$ cat src/core/irq_combiner_defs.svh
// Offsets, field positions, reset values and timing counts of the interrupt combiner.
// Assumes a byte-addressed 8-bit register port at 25 MHz.
`ifndef IRQ_COMBINER_DEFS_SVH
`define IRQ_COMBINER_DEFS_SVH

// ===========================================================================
// Register offsets
`define IRQC_ENABLE_OFS 8'h05
`define IRQC_POLARITY_OFS 8'h2A
`define IRQC_STATUS_OFS 8'h07
`define IRQC_PENDING_OFS 8'h08
`define IRQC_CLEAR_OFS 8'h09
`define IRQC_PEND_EN_OFS 8'h0A
`define IRQC_SOURCE_OFS 8'h0B

// ===========================================================================
// Field positions and reset values
`define IRQC_CH_EXTERNAL 0
`define IRQC_CH_EVENT 1
`define IRQC_CH_TIMER 2
`define IRQC_ENABLE_RST 3'h0
`define IRQC_POLARITY_RST 3'h7
`define IRQC_PEND_EN_RST 3'h0

// ===========================================================================
// Timing
`define IRQC_CLK_HZ 25000000
`define IRQC_TIMER_HZ 4000000
`define IRQC_HOLD_MS 20

`endif

$ cat src/core/irq_combiner_pkg.sv
// Types shared by the interrupt combiner files.
// Assumes nothing beyond the defs header.
package irq_combiner_pkg;
   typedef logic [7:0] byte_t;
   typedef logic [2:0] chan_vec_t;
   typedef enum logic [1:0] {
      TICK_IDLE,
      TICK_HIGH
   } tick_state_t;
endpackage

$ cat src/core/cascade_timer.sv
// Cascaded 32-bit periodic timer stepped by a tick of about 4.17 MHz (25 MHz / 6).
// Assumes one clock and a synchronous active-high reset.
`timescale 1ns/100ps
`default_nettype none
`include "irq_combiner_defs.svh"

module cascade_timer #(
   parameter int WIDTH = 32
) (
   input wire logic clk_in, // System clock.
   input wire logic srst_in, // Synchronous reset.
   input wire logic tick_in, // One-cycle base tick.
   input wire logic load_in, // Reload pulse.
   input wire logic [WIDTH-1:0] period_in, // Period in ticks.
   output logic cascade_timer_out // High for one tick at terminal count.
);
   import irq_combiner_pkg::*;

   logic [WIDTH-1:0] count_q;

   // ===========================================================================
   // Down counter; the output pulses high as it reloads from period_in.
   always_ff @(posedge clk_in) begin
      if (srst_in || load_in) begin
         count_q <= period_in;
         cascade_timer_out <= 1'b0;
      end else if (tick_in) begin
         if (count_q <= WIDTH'(1) && period_in != '0) begin
            count_q <= period_in;
            cascade_timer_out <= 1'b1;
         end else begin
            count_q <= count_q - WIDTH'(1);
            cascade_timer_out <= 1'b0;
         end
      end
   end
endmodule
`default_nettype wire

$ cat src/core/irq_combiner.sv
// Three-channel interrupt combiner with event counter and cascaded timer.
// Assumes a synchronous register port and asynchronous pins for the trigger inputs.
//
// Contract
// - Three channels: external, event, periodic timer.
// - Host interrupt output active low, level.
// - Equal priority, one combined assertion.
// - Channel 0 from fourth counter gate pin.
// - Channel 0 enable gates channel 0.
// - Channel 0 polarity 0 inverts source.
// - Channel 1 from event counter output.
// - Channel 1 enable gates channel 1.
// - Channel 1 polarity 0 inverts source.
// - Channel 2 from 32-bit cascaded timer.
// - Channel 2 enable gates channel 2.
// - Channel 2 polarity 0 inverts source.
// - All enables reset to zero.
// - Polarity register at offset 0x2A.
//
// Decided for this implementation: the strobed register port and the placing of the registers.
`timescale 1ns/100ps
`default_nettype none
`include "irq_combiner_defs.svh"

module irq_combiner #(
   parameter int EVENT_WIDTH = 16,
   parameter int TIMER_WIDTH = 32
) (
   input wire logic clk_in, // 25 MHz system clock.
   input wire logic srst_in, // Synchronous reset, active high.
   input wire logic [7:0] addr_in, // Register byte address.
   input wire logic [7:0] wdata_in, // Write data.
   input wire logic wr_in, // Write strobe.
   input wire logic rd_in, // Read strobe.
   input wire logic [EVENT_WIDTH-1:0] event_preset_in, // Event counter setting.
   input wire logic event_load_in, // Load pulse for the event counter.
   input wire logic [TIMER_WIDTH-1:0] timer_period_in, // Timer period in ticks.
   input wire logic timer_load_in, // Load pulse for the timer.
   input wire logic fourth_counter_gate_in, // External trigger pin.
   input wire logic event_pin_in, // Event pulse pin.
   output logic [7:0] rdata_out, // Read data, one cycle after the strobe.
   output logic irq_n_out, // Combined host interrupt, active low.
   output logic pend_irq_out // Sticky pending interrupt, active high.
);
   import irq_combiner_pkg::*;

   localparam int TICK_DIV = `IRQC_CLK_HZ / `IRQC_TIMER_HZ;

   chan_vec_t enable_q, polarity_q, pending_q, pend_en_q, chan_q;
   chan_vec_t src;
   logic [1:0] gate_sync_q, event_sync_q;
   logic event_prev_q;
   logic [EVENT_WIDTH-1:0] event_count_q;
   logic event_counter_out;
   logic cascade_timer_out;
   logic [3:0] tick_cnt_q;
   logic tick_q;
   logic [7:0] rdata_q;
   logic irq_n_q;
   logic pend_irq_q;
   logic wr_enable, wr_polarity, wr_clear, wr_pend_en;

   assign wr_enable = wr_in && addr_in == `IRQC_ENABLE_OFS;
   assign wr_polarity = wr_in && addr_in == `IRQC_POLARITY_OFS;
   assign wr_clear = wr_in && addr_in == `IRQC_CLEAR_OFS;
   assign wr_pend_en = wr_in && addr_in == `IRQC_PEND_EN_OFS;

   // ===========================================================================
   // Pin synchronisers.
   always_ff @(posedge clk_in) begin
      if (srst_in) begin
         gate_sync_q <= 2'h0;
         event_sync_q <= 2'h0;
      end else begin
         gate_sync_q <= {gate_sync_q[0], fourth_counter_gate_in};
         event_sync_q <= {event_sync_q[0], event_pin_in};
      end
   end

   // ===========================================================================
   // Event counter: counts rising pin edges and holds high at the setting.
   always_ff @(posedge clk_in) begin
      if (srst_in) begin
         event_prev_q <= 1'b0;
         event_count_q <= '0;
         event_counter_out <= 1'b0;
      end else begin
         event_prev_q <= event_sync_q[1];
         if (event_load_in) begin
            event_count_q <= '0;
            event_counter_out <= 1'b0;
         end else if (event_sync_q[1] && !event_prev_q && !event_counter_out) begin
            event_count_q <= event_count_q + EVENT_WIDTH'(1);
            if (event_count_q + EVENT_WIDTH'(1) == event_preset_in) begin
               event_counter_out <= 1'b1;
            end
         end
      end
   end

   // ===========================================================================
   // Base tick every 6 clocks (25 MHz / 6, about 4.17 MHz) for the cascaded timer.
   always_ff @(posedge clk_in) begin
      if (srst_in) begin
         tick_cnt_q <= 4'h0;
         tick_q <= 1'b0;
      end else if (tick_cnt_q == 4'(TICK_DIV - 1)) begin
         tick_cnt_q <= 4'h0;
         tick_q <= 1'b1;
      end else begin
         tick_cnt_q <= tick_cnt_q + 4'h1;
         tick_q <= 1'b0;
      end
   end

   cascade_timer #(
      .WIDTH(TIMER_WIDTH)
   ) u_timer (
      .clk_in(clk_in),
      .srst_in(srst_in),
      .tick_in(tick_q),
      .load_in(timer_load_in),
      .period_in(timer_period_in),
      .cascade_timer_out(cascade_timer_out)
   );

   assign src = {cascade_timer_out, event_counter_out, gate_sync_q[1]};

   // ===========================================================================
   // Control registers.
   always_ff @(posedge clk_in) begin
      if (srst_in) begin
         enable_q <= `IRQC_ENABLE_RST;
      end else if (wr_enable) begin
         enable_q <= wdata_in[2:0];
      end
   end

   always_ff @(posedge clk_in) begin
      if (srst_in) begin
         polarity_q <= `IRQC_POLARITY_RST;
      end else if (wr_polarity) begin
         polarity_q <= wdata_in[2:0];
      end
   end

   always_ff @(posedge clk_in) begin
      if (srst_in) begin
         pend_en_q <= `IRQC_PEND_EN_RST;
      end else if (wr_pend_en) begin
         pend_en_q <= wdata_in[2:0];
      end
   end

   // ===========================================================================
   // Per-channel polarity select; polarity 0 inverts the source.
   generate
      for (genvar i = 0; i < 3; i++) begin : g_chan
         always_ff @(posedge clk_in) begin
            if (srst_in) begin
               chan_q[i] <= 1'b0;
            end else begin
               chan_q[i] <= polarity_q[i] ? src[i] : !src[i];
            end
         end
         always_ff @(posedge clk_in) begin
            if (srst_in) begin
               pending_q[i] <= 1'b0;
            end else if (chan_q[i]) begin
               pending_q[i] <= 1'b1;
            end else if (wr_clear && wdata_in[i]) begin
               pending_q[i] <= 1'b0;
            end
         end
      end
   endgenerate

   // ===========================================================================
   // Combined output: every channel weighs the same, one wire for all.
   always_ff @(posedge clk_in) begin
      if (srst_in) begin
         irq_n_q <= 1'b1;
      end else begin
         irq_n_q <= !(|(chan_q & enable_q));
      end
   end

   always_ff @(posedge clk_in) begin
      if (srst_in) begin
         pend_irq_q <= 1'b0;
      end else begin
         pend_irq_q <= |(pending_q & pend_en_q);
      end
   end

   // ===========================================================================
   // Read port.
   always_ff @(posedge clk_in) begin
      if (srst_in) begin
         rdata_q <= 8'h00;
      end else if (rd_in) begin
         case (addr_in)
            `IRQC_ENABLE_OFS: rdata_q <= {5'h00, enable_q};
            `IRQC_POLARITY_OFS: rdata_q <= {5'h00, polarity_q};
            `IRQC_STATUS_OFS: rdata_q <= {5'h00, chan_q};
            `IRQC_PENDING_OFS: rdata_q <= {5'h00, pending_q};
            `IRQC_PEND_EN_OFS: rdata_q <= {5'h00, pend_en_q};
            `IRQC_SOURCE_OFS: rdata_q <= {5'h00, src};
            default: rdata_q <= 8'h00;
         endcase
      end else begin
         rdata_q <= 8'h00;
      end
   end

   assign rdata_out = rdata_q;
   assign irq_n_out = irq_n_q;
   assign pend_irq_out = pend_irq_q;

   // ===========================================================================
   // Checks.
   property p_enable_reset;
      @(posedge clk_in) srst_in |=> enable_q == `IRQC_ENABLE_RST;
   endproperty
   a_enable_reset: assert property (p_enable_reset) else $error("enable not cleared");

   property p_output_low;
      @(posedge clk_in) disable iff (srst_in) |(chan_q & enable_q) |=> !irq_n_out;
   endproperty
   a_output_low: assert property (p_output_low) else $error("irq not low");

   property p_output_high;
      @(posedge clk_in) disable iff (srst_in) !(|(chan_q & enable_q)) |=> irq_n_out;
   endproperty
   a_output_high: assert property (p_output_high) else $error("irq not high");

   property p_ch0_gate;
      @(posedge clk_in) disable iff (srst_in)
         (enable_q == 3'h0) [*2] |-> irq_n_out;
   endproperty
   a_ch0_gate: assert property (p_ch0_gate) else $error("disabled channel fired");

   property p_polarity;
      @(posedge clk_in) disable iff (srst_in)
         $stable(polarity_q) |=> chan_q[0] == ($past(polarity_q[0]) ~^ $past(src[0]));
   endproperty
   a_polarity: assert property (p_polarity) else $error("ch0 polarity wrong");

   property p_polarity1;
      @(posedge clk_in) disable iff (srst_in)
         $stable(polarity_q) |=> chan_q[1] == ($past(polarity_q[1]) ~^ $past(src[1]));
   endproperty
   a_polarity1: assert property (p_polarity1) else $error("ch1 polarity wrong");

   property p_polarity2;
      @(posedge clk_in) disable iff (srst_in)
         $stable(polarity_q) |=> chan_q[2] == ($past(polarity_q[2]) ~^ $past(src[2]));
   endproperty
   a_polarity2: assert property (p_polarity2) else $error("ch2 polarity wrong");

   property p_pol_write;
      @(posedge clk_in) disable iff (srst_in)
         wr_in && addr_in == 8'h2A |=> polarity_q == $past(wdata_in[2:0]);
   endproperty
   a_pol_write: assert property (p_pol_write) else $error("polarity write lost");

   property p_status_read;
      @(posedge clk_in) disable iff (srst_in)
         rd_in && addr_in == `IRQC_STATUS_OFS |=> rdata_out == {5'h00, $past(chan_q)};
   endproperty
   a_status_read: assert property (p_status_read) else $error("status read wrong");

   property p_ch1_pass;
      @(posedge clk_in) disable iff (srst_in) enable_q[1] && chan_q[1] |=> !irq_n_out;
   endproperty
   a_ch1_pass: assert property (p_ch1_pass) else $error("ch1 not passed");

   property p_ch0_pass;
      @(posedge clk_in) disable iff (srst_in) enable_q[0] && chan_q[0] |=> !irq_n_out;
   endproperty
   a_ch0_pass: assert property (p_ch0_pass) else $error("ch0 not passed");

   property p_ch2_pass;
      @(posedge clk_in) disable iff (srst_in) enable_q[2] && chan_q[2] |=> !irq_n_out;
   endproperty
   a_ch2_pass: assert property (p_ch2_pass) else $error("ch2 not passed");

   property p_ch0_block;
      @(posedge clk_in) disable iff (srst_in)
         chan_q[0] && !enable_q[0] && (chan_q[2:1] & enable_q[2:1]) == 2'h0 |=> irq_n_out;
   endproperty
   a_ch0_block: assert property (p_ch0_block) else $error("ch0 not blocked");

   property p_ch1_block;
      @(posedge clk_in) disable iff (srst_in)
         chan_q[1] && !enable_q[1] && (chan_q & enable_q & 3'h5) == 3'h0 |=> irq_n_out;
   endproperty
   a_ch1_block: assert property (p_ch1_block) else $error("ch1 not blocked");

   property p_ch2_block;
      @(posedge clk_in) disable iff (srst_in)
         chan_q[2] && !enable_q[2] && (chan_q[1:0] & enable_q[1:0]) == 2'h0 |=> irq_n_out;
   endproperty
   a_ch2_block: assert property (p_ch2_block) else $error("ch2 not blocked");

   property p_single_assert;
      @(posedge clk_in) disable iff (srst_in)
         !irq_n_out && (|(chan_q & enable_q)) |=> !irq_n_out;
   endproperty
   a_single_assert: assert property (p_single_assert) else $error("irq toggled");

   property p_gate_source;
      @(posedge clk_in) disable iff (srst_in)
         !$past(srst_in) && !$past(srst_in, 2) |-> src[0] == $past(fourth_counter_gate_in, 2);
   endproperty
   a_gate_source: assert property (p_gate_source) else $error("ch0 source wrong");

   property p_event_hold;
      @(posedge clk_in) disable iff (srst_in)
         event_counter_out && !event_load_in |=> event_counter_out;
   endproperty
   a_event_hold: assert property (p_event_hold) else $error("event output dropped");

   property p_event_at_setting;
      @(posedge clk_in) disable iff (srst_in)
         $rose(event_counter_out) |-> event_count_q == event_preset_in;
   endproperty
   a_event_at_setting: assert property (p_event_at_setting) else $error("event early");

   property p_timer_on_tick;
      @(posedge clk_in) disable iff (srst_in)
         $rose(cascade_timer_out) |-> $past(tick_q);
   endproperty
   a_timer_on_tick: assert property (p_timer_on_tick) else $error("timer off tick");

   property p_pol_read;
      @(posedge clk_in) disable iff (srst_in)
         rd_in && addr_in == `IRQC_POLARITY_OFS |=> rdata_out == {5'h00, $past(polarity_q)};
   endproperty
   a_pol_read: assert property (p_pol_read) else $error("polarity read wrong");
endmodule
`default_nettype wire

$ cat config.mk
export PLATFORM = sky130hd
export DESIGN_NAME = irq_combiner
export DESIGN_NICKNAME = d
export VERILOG_FILES = /design/src/core/irq_combiner_pkg.sv /design/src/core/cascade_timer.sv /design/src/core/irq_combiner.sv
export VERILOG_INCLUDE_DIRS = /design/src /design/src/core
export SDC_FILE = /design/constraint.sdc
export NUM_CORES = 1
export LEC_CHECK = 0
export ABC_CLOCK_PERIOD_IN_PS = 3110
export BUFFER_PORTS_ARGS = -buffer_cell sky130_fd_sc_hd__buf_4
export CAP_MARGIN = 10
export CORE_MARGIN = 2
export CORE_UTILIZATION = 36
export CTS_BUF_LIST = sky130_fd_sc_hd__clkbuf_4 sky130_fd_sc_hd__clkbuf_8
export CTS_CLUSTER_DIAMETER = 150
export DETAILED_ROUTE_END_ITERATION = 8
export SYNTH_ARGS = -nofsm -noshare
export SYNTH_HDL_FRONTEND = slang
export SYNTH_SLANG_ARGS = --single-unit
$ cat constraint.sdc
create_clock -name clk_in -period 3.11 [get_ports clk_in]
set_clock_uncertainty 0.15 [all_clocks]
set_input_delay 0.311 -clock clk_in [delete_from_list [all_inputs] [get_ports clk_in]]
set_output_delay 0.311 -clock clk_in [all_outputs]
set_load 0.02 [all_outputs]
==> results of run 1 <==
-- metrics by stage --
step	total power [µW]	hold WS (ns)	utilization	setup WS [ns]	std cells
after floorplan	1377	0.2403	-	0.4757	504
after global placement	1489	0.2684	0.4190	0.3055	729
after detailed placement	1498	0.2774	0.4190	0.2800	729
after CTS	2291	0.04999	0.4370	0.2526	748
after global routing	2372	0.04814	0.4370	0.05284	748
final	2260	0.07251	0.4370	0.2283	748
-- worst paths after layout --
| check | startpoint | endpoint | slack (ns) | cells after the start |
|---|---|---|---|---|
| worst max-delay path | u_timer.count_q[10]$_DFFE_PP_ | u_timer.count_q[15]$_DFFE_PP_ | 0.23 | 7 |
| worst min-delay path | timer_period_in[8] | u_timer.count_q[8]$_DFFE_PP_ | 0.07 | 2 |
| worst max register to register | u_timer.count_q[10]$_DFFE_PP_ | u_timer.count_q[15]$_DFFE_PP_ | 0.23 | 7 |
| worst min register to register | event_sync_q[0]$_SDFF_PP0_ | event_sync_q[1]$_SDFF_PP0_ | 0.29 | 1 |
-- layout by cell type (no fill, tap or decap), types with 7 or more instances in the layout --
master    count
buf_4        79
nand2_1      57
nor2_1       51
dfxtp_1      48
xnor2_1      41
edfxtp_1     32
nor3_1       20
nor4_1       19
o21ai_1      18
xor2_1       18
a21oi_1      17
mux2i_1      15
o21ai_0      14
nand3_1      12
nand4_1       9
clkbuf_8      9
or3_1         7
nor2b_1       7
nand2b_1      7
and3_1        7
-- power by group --
part / internal, µW / switching (µW)
logic: 141 / 140
registers: 1150 / 47.0
clock network: 407 / 375
total: 1700 / 562
-- cell usage after synthesis (3+ instances only) --
master / count
inv_1: 6
nor2b_1: 7
nand3b_1: 3
nand2b_1: 7
mux2i_1: 15
dfxtp_1: 48
and3_1: 7
a211o_1: 3
a31oi_1: 4
xnor2_1: 41
o21ai_0: 14
nand4_1: 9
and2_1: 4
clkbuf_1: 15
o21ai_1: 18
nor3b_1: 3
nand3_1: 12
xor2_1: 18
a21o_1: 3
nor2_1: 51
mux2_2: 4
ha_1: 5
edfxtp_1: 32
o31ai_1: 3
or2_2: 3
nand2_1: 57
nor4_1: 19
nor3_1: 20
or3_1: 7
a21oi_1: 17
buf_6: 5
buf_4: 6
-- per-layer routing --
layer,vias to the layer above,share of wire,track usage
met5,-,0,0
met4,0,0.016,0.06111
met3,14,0.049,0.04930
met2,94,0.48,0.2705
met1,1786,0.46,0.1994
li1,1927,-,-
-- final cells by class --
cell class,instances,area share
Timing Repair Buffer,83,0.1181
Tap cell,172,0.03950
Inverter,6,0.004134
Sequential cell,80,0.3528
Clock inverter,3,0.007579
Multi-Input combinational cell,391,0.4497
Clock buffer,13,0.02825
-- timing repair --
item	CTS	global route
hold buffers	3	0
endpoints found under the hold margin	3	0
resized for setup	0	0
-- registers in the layout, indices dropped and copies added, names as in the netlist --
register / flops
event_counter_out: 1
irq_n_out: 1
tick_cnt_q: 4
u_timer.cascade_timer_out: 1
rdata_out: 3
polarity_q: 3
tick_q: 1
event_count_q: 16
event_prev_q: 1
chan_q: 3
pending_q: 3
pend_en_q: 3
event_sync_q: 2
u_timer.count_q: 32
gate_sync_q: 2
pend_irq_out: 1
enable_q: 3
-- kinds of logic (layout without fill, tap and decap cells) --
| family | Yosys count | in the layout | share of synthesized area |
|---|---|---|---|
| simple gates | 223 | 223 | 0.2530 |
| compound gates | 80 | 80 | 0.1119 |
| flops | 80 | 80 | 0.4233 |
| xor+xnor | 59 | 59 | 0.1138 |
| buf+inv | 33 | 105 | 0.04050 |
| mux | 19 | 19 | 0.04299 |
| fa+ha+maj | 5 | 5 | 0.01378 |
| other cells | 1 | 5 | 0.0008259 |
==> impl_metrics.tcl, run 1 <==
set metrics [dict create \
    crit_chain "or4_4 > nor4_2 > nand3_2 > o31ai_4 > buf_12 > a21oi_1 > a21o_1" \
    h-tree-depth 3 \
    yosys.area.top_type "dfxtp_1" \
    antennaDiodeCount 0 \
    place_area_mm2 0.005223 \
    num_vias 3821 \
    grt_pass1_vias 3752 \
    critPathTopFamily "simple AND/OR/NAND/NOR gates" \
    max_stage_delay_ns 0.57 \
    clock_latency_ns 0.37 \
    yosysUniqueCellTypes 58 \
    final.period_utilization 0.9266 \
    setup_viol 0 \
    regArea_mm2 0.001922 \
    power.density_mw_per_mm2 414.9 \
    synth-edff-count 32 \
    slew_violations 0 \
    critPathBufInv 1 \
    drt_wl_total_mm 10.49 \
    worst-path-max-fanout 51 \
    drive_above_1_share 0.1944 \
    path_clk_slew_ns 0.09 \
    core-area_mm2 0.01247 \
    place.gp.congestion 0.8787 \
    cts_buffers 9 \
    cts_tree "yes" \
    clock_tree.buffer_depth 2 \
    yosysWarnings 0 \
    crit_type "register to register" \
    final_area_mm2 0.005448 \
    drv_cap 0 \
    synth_seq_cells 80 \
    row_count 41 \
    hold_viol_final 0 \
    grt_pass1_wl_mm 17.30 \
    die_area_mm2 0.01353 \
    drt_pass1_iterations 4 \
    fp.dieW_um 116.3 \
    ys_top_cells_by_area "dfxtp_1 21%, edfxtp_1 21%, xnor2_1 7.9%, nand2_1 4.7%, nor2_1 4.2%" \
    outcome "complete, no violations" \
    cp.required_ns 3.08 \
    grt_max_degree 52 \
    syn_avg_cell_area_um2 9.081 \
    root_buffer "clkbuf_8" \
    dp_hpwl_mm 7.773 \
    worst_slew_pin_slew_ns 0.6628 \
    area.growth.synth_to_final_pct 19.98 \
    multi_input_area_mm2 0.002450 \
    critPathCaptureType "register" \
    start_util 0.3642 \
    fmax_mhz 347.0 \
    seq_area_frac_synth 0.4233 \
    peakVddDrop_uv 312.4 \
    tns_ns 0 \
    synth_top_flop_cell "dfxtp_1" \
    port-buffer-count 71 \
    io_pins 82 \
    rsz0062_at_grt "false" \
    wl_per_cell_um 14.02 \
    viasPerCell 5.108 \
    drc 0 \
    cp.arrival_ns 2.85 \
    fp.dieH_um 116.3 \
    antenna_found_initial 0 \
    hold_path_class "input port to register" \
    post_cts_buffers 0 \
    async_reset_ff_frac 0 \
    detail-route-antenna-nets 0 \
    p_leak_uw 0.001973 \
    syn_area_mm2 0.004541 \
    drtIter0Drc 206 \
    grt.total_usage 0.1628 \
    fill_cells 1243 \
    fin_crit_ns 2.882 \
    clock-sinks 80 \
    synth_cells 500 \
    critPathLaunchType "register" \
    grt-ovfl-total 0 \
    cp_slowest_cell "or4_4" \
    synth_top_area_share 0.2116 \
    nNetsFinal 648 \
    relSlewSlack 0.5547 \
]
No activity file was read; power rests on OpenSTA's default activity.
==> inputs of run 2 (changes only) <==
--- a/config.mk
+++ b/config.mk
@@ -9,7 +9,7 @@
 export ABC_CLOCK_PERIOD_IN_PS = 3110
 export BUFFER_PORTS_ARGS = -buffer_cell sky130_fd_sc_hd__buf_4
 export CAP_MARGIN = 10
-export CORE_MARGIN = 2
+export CORE_MARGIN = 3
 export CORE_UTILIZATION = 36
 export CTS_BUF_LIST = sky130_fd_sc_hd__clkbuf_4 sky130_fd_sc_hd__clkbuf_8
 export CTS_CLUSTER_DIAMETER = 150
==> run 2 against run 1 <==
Net effect: die area grew 3.5%; critical path depth grew 1; via count is essentially flat; power grew 3.9%; global-route usage shrank 1.2 points; critical path type unchanged; core utilization grew 1.5 points; setup slack gained 0.074 ns; final cell count shrank 0.27%; first-iteration DRC count grew 31%.
==> impl_metrics.tcl, run 2 (synthesis results as in run 1) <==
set metrics [dict create \
    outcome "complete, no violations" \
    cp_slowest_cell "edfxtp_1" \
    grt_max_degree 39 \
    antennaDiodeCount 0 \
    wl_per_cell_um 14.13 \
    worst-path-max-fanout 38 \
    viasPerCell 5.125 \
    mostFrequentLayoutCells "81 x buf_4, 57 x nand2_1, 51 x nor2_1" \
    final.period_utilization 0.9029 \
    clock_latency_ns 0.35 \
    grt-ovfl-total 0 \
    largest-register "u_timer.count_q" \
    crit_type "register to register" \
    num_vias 3823 \
    drt_wl_total_mm 10.54 \
    cts_buffers 9 \
    power.density_mw_per_mm2 427.3 \
    nNetsFinal 650 \
    start_util 0.3734 \
    final_common_cell "buf_4" \
    port-buffer-count 71 \
    slew_violations 0 \
    drc 0 \
    reg_top3 "u_timer.count_q x32, event_count_q x16, tick_cnt_q x4" \
    crit_chain "or3_1 > nor4_1 > buf_4 > nand3_2 > o31ai_4 > buf_12 > a21oi_1 > a21o_1" \
    clock_tree.buffer_depth 2 \
    setup_viol 0 \
    grt_pass1_vias 3671 \
    p_leak_uw 0.002003 \
    detail-route-antenna-nets 0 \
    grt.total_usage 0.1505 \
    core-area_mm2 0.01216 \
    peakVddDrop_uv 209.6 \
    hold_viol_final 0 \
    dp_hpwl_mm 7.955 \
    drive_above_1_share 0.1990 \
    critPathLaunchType "register" \
    max_stage_delay_ns 0.47 \
    post_cts_buffers 0 \
    fmax_mhz 356.1 \
    grt_pass1_wl_mm 17.59 \
    antenna_found_initial 0 \
    area.growth.synth_to_final_pct 21.08 \
    drtIter0Drc 269 \
    cp.arrival_ns 2.76 \
    largest_reg_flops 32 \
    fp.dieH_um 118.3 \
    path_clk_slew_ns 0.08 \
    place.gp.congestion 0.8462 \
    io_pins 82 \
    critPathBufInv 2 \
    fin_crit_ns 2.808 \
    rsz0062_at_grt "false" \
    relSlewSlack 0.5198 \
    hold_path_class "input port to register" \
    tns_ns 0 \
    fp.dieW_um 118.3 \
    post_cts_resized 0 \
    cts_hold_buffers 2 \
    critPathCaptureType "register" \
    total_power_uw 2349 \
    drv_cap 0 \
    die_area_mm2 0.01400 \
    cts_tree "yes" \
    row_count 40 \
    h-tree-depth 3 \
    drt_pass1_iterations 5 \
    critPathTopFamily "simple AND/OR/NAND/NOR gates" \
    cp.required_ns 3.06 \
    worst_slew_pin_slew_ns 0.7148 \
    fill_cells 1208 \
    root_buffer "clkbuf_8" \
    clock-sinks 80 \
]
[run 2: cell types whose count changed in the layout (fill, tap and decap cells not counted), sizes merged]
cell	delta
buf	+3
bufinv	+1
dlygate4sd3	-1
inv	-1
[run 2: final timing paths]
check / from / to / slack, ns / cells after the start
hold / removal: event_pin_in / event_sync_q[0]$_SDFF_PP0_ / 0.03 / 2
hold reg to reg: event_sync_q[0]$_SDFF_PP0_ / event_sync_q[1]$_SDFF_PP0_ / 0.30 / 1
setup / recovery: u_timer.count_q[16]$_DFFE_PP_ / u_timer.count_q[3]$_DFFE_PP_ / 0.30 / 8
setup reg to reg: u_timer.count_q[16]$_DFFE_PP_ / u_timer.count_q[3]$_DFFE_PP_ / 0.30 / 8
[run 2: stage by stage]
step           utilization  worst slack [ns]  hold WS [ns]  area (µm²)  std cells
2_1_floorplan            -            0.4757        0.2403        4556        504
3_3_place_gp        0.4319            0.2940        0.2720        5253        728
3_5_place_dp        0.4319            0.2610        0.2760        5253        728
4_1_cts             0.4521            0.2618      0.004751        5498        746
5_1_grt             0.4521            0.1398      0.009695        5498        746
6_report            0.4521            0.3020       0.02877        5498        746
[run 2: per-layer routing]
metal / share of wire / up-vias / routed length (µm) / GRT usage
li1: - / 1928 / - / -
met1: 0.47 / 1790 / 4938 / 0.1941
met2: 0.47 / 91 / 4965 / 0.2490
met3: 0.048 / 14 / 507 / 0.03876
met4: 0.012 / 0 / 130 / 0.04322
met5: 0 / - / 0 / 0
[run 2: worst reg2reg max path: stages (launching register included)]
cell and delay [ns]:
edfxtp_1 0.47, or3_1 0.44, nor4_1 0.31, buf_4 0.18, nand3_2 0.16, o31ai_4 0.40, buf_12 0.24, a21oi_1 0.06
a21o_1 0.15
[run 2: area by class of cell]
class / instances / area (µm²) / share of cell area
Clock buffer: 13 / 160.2 / 0.02913
Clock inverter: 3 / 65.06 / 0.01183
Inverter: 6 / 22.52 / 0.004096
Multi-Input combinational cell: 391 / 2450 / 0.4456
Sequential cell: 80 / 1922 / 0.3496
Tap cell: 168 / 210.2 / 0.03823
Timing Repair Buffer: 85 / 668.1 / 0.1215
[run 2: report_power, final]
group,switching (µW),total (µW),internal [µW]
sequential,47.3,1200,1150
combinational,138,281,143
clock,370,871,501
total,555,2350,1790
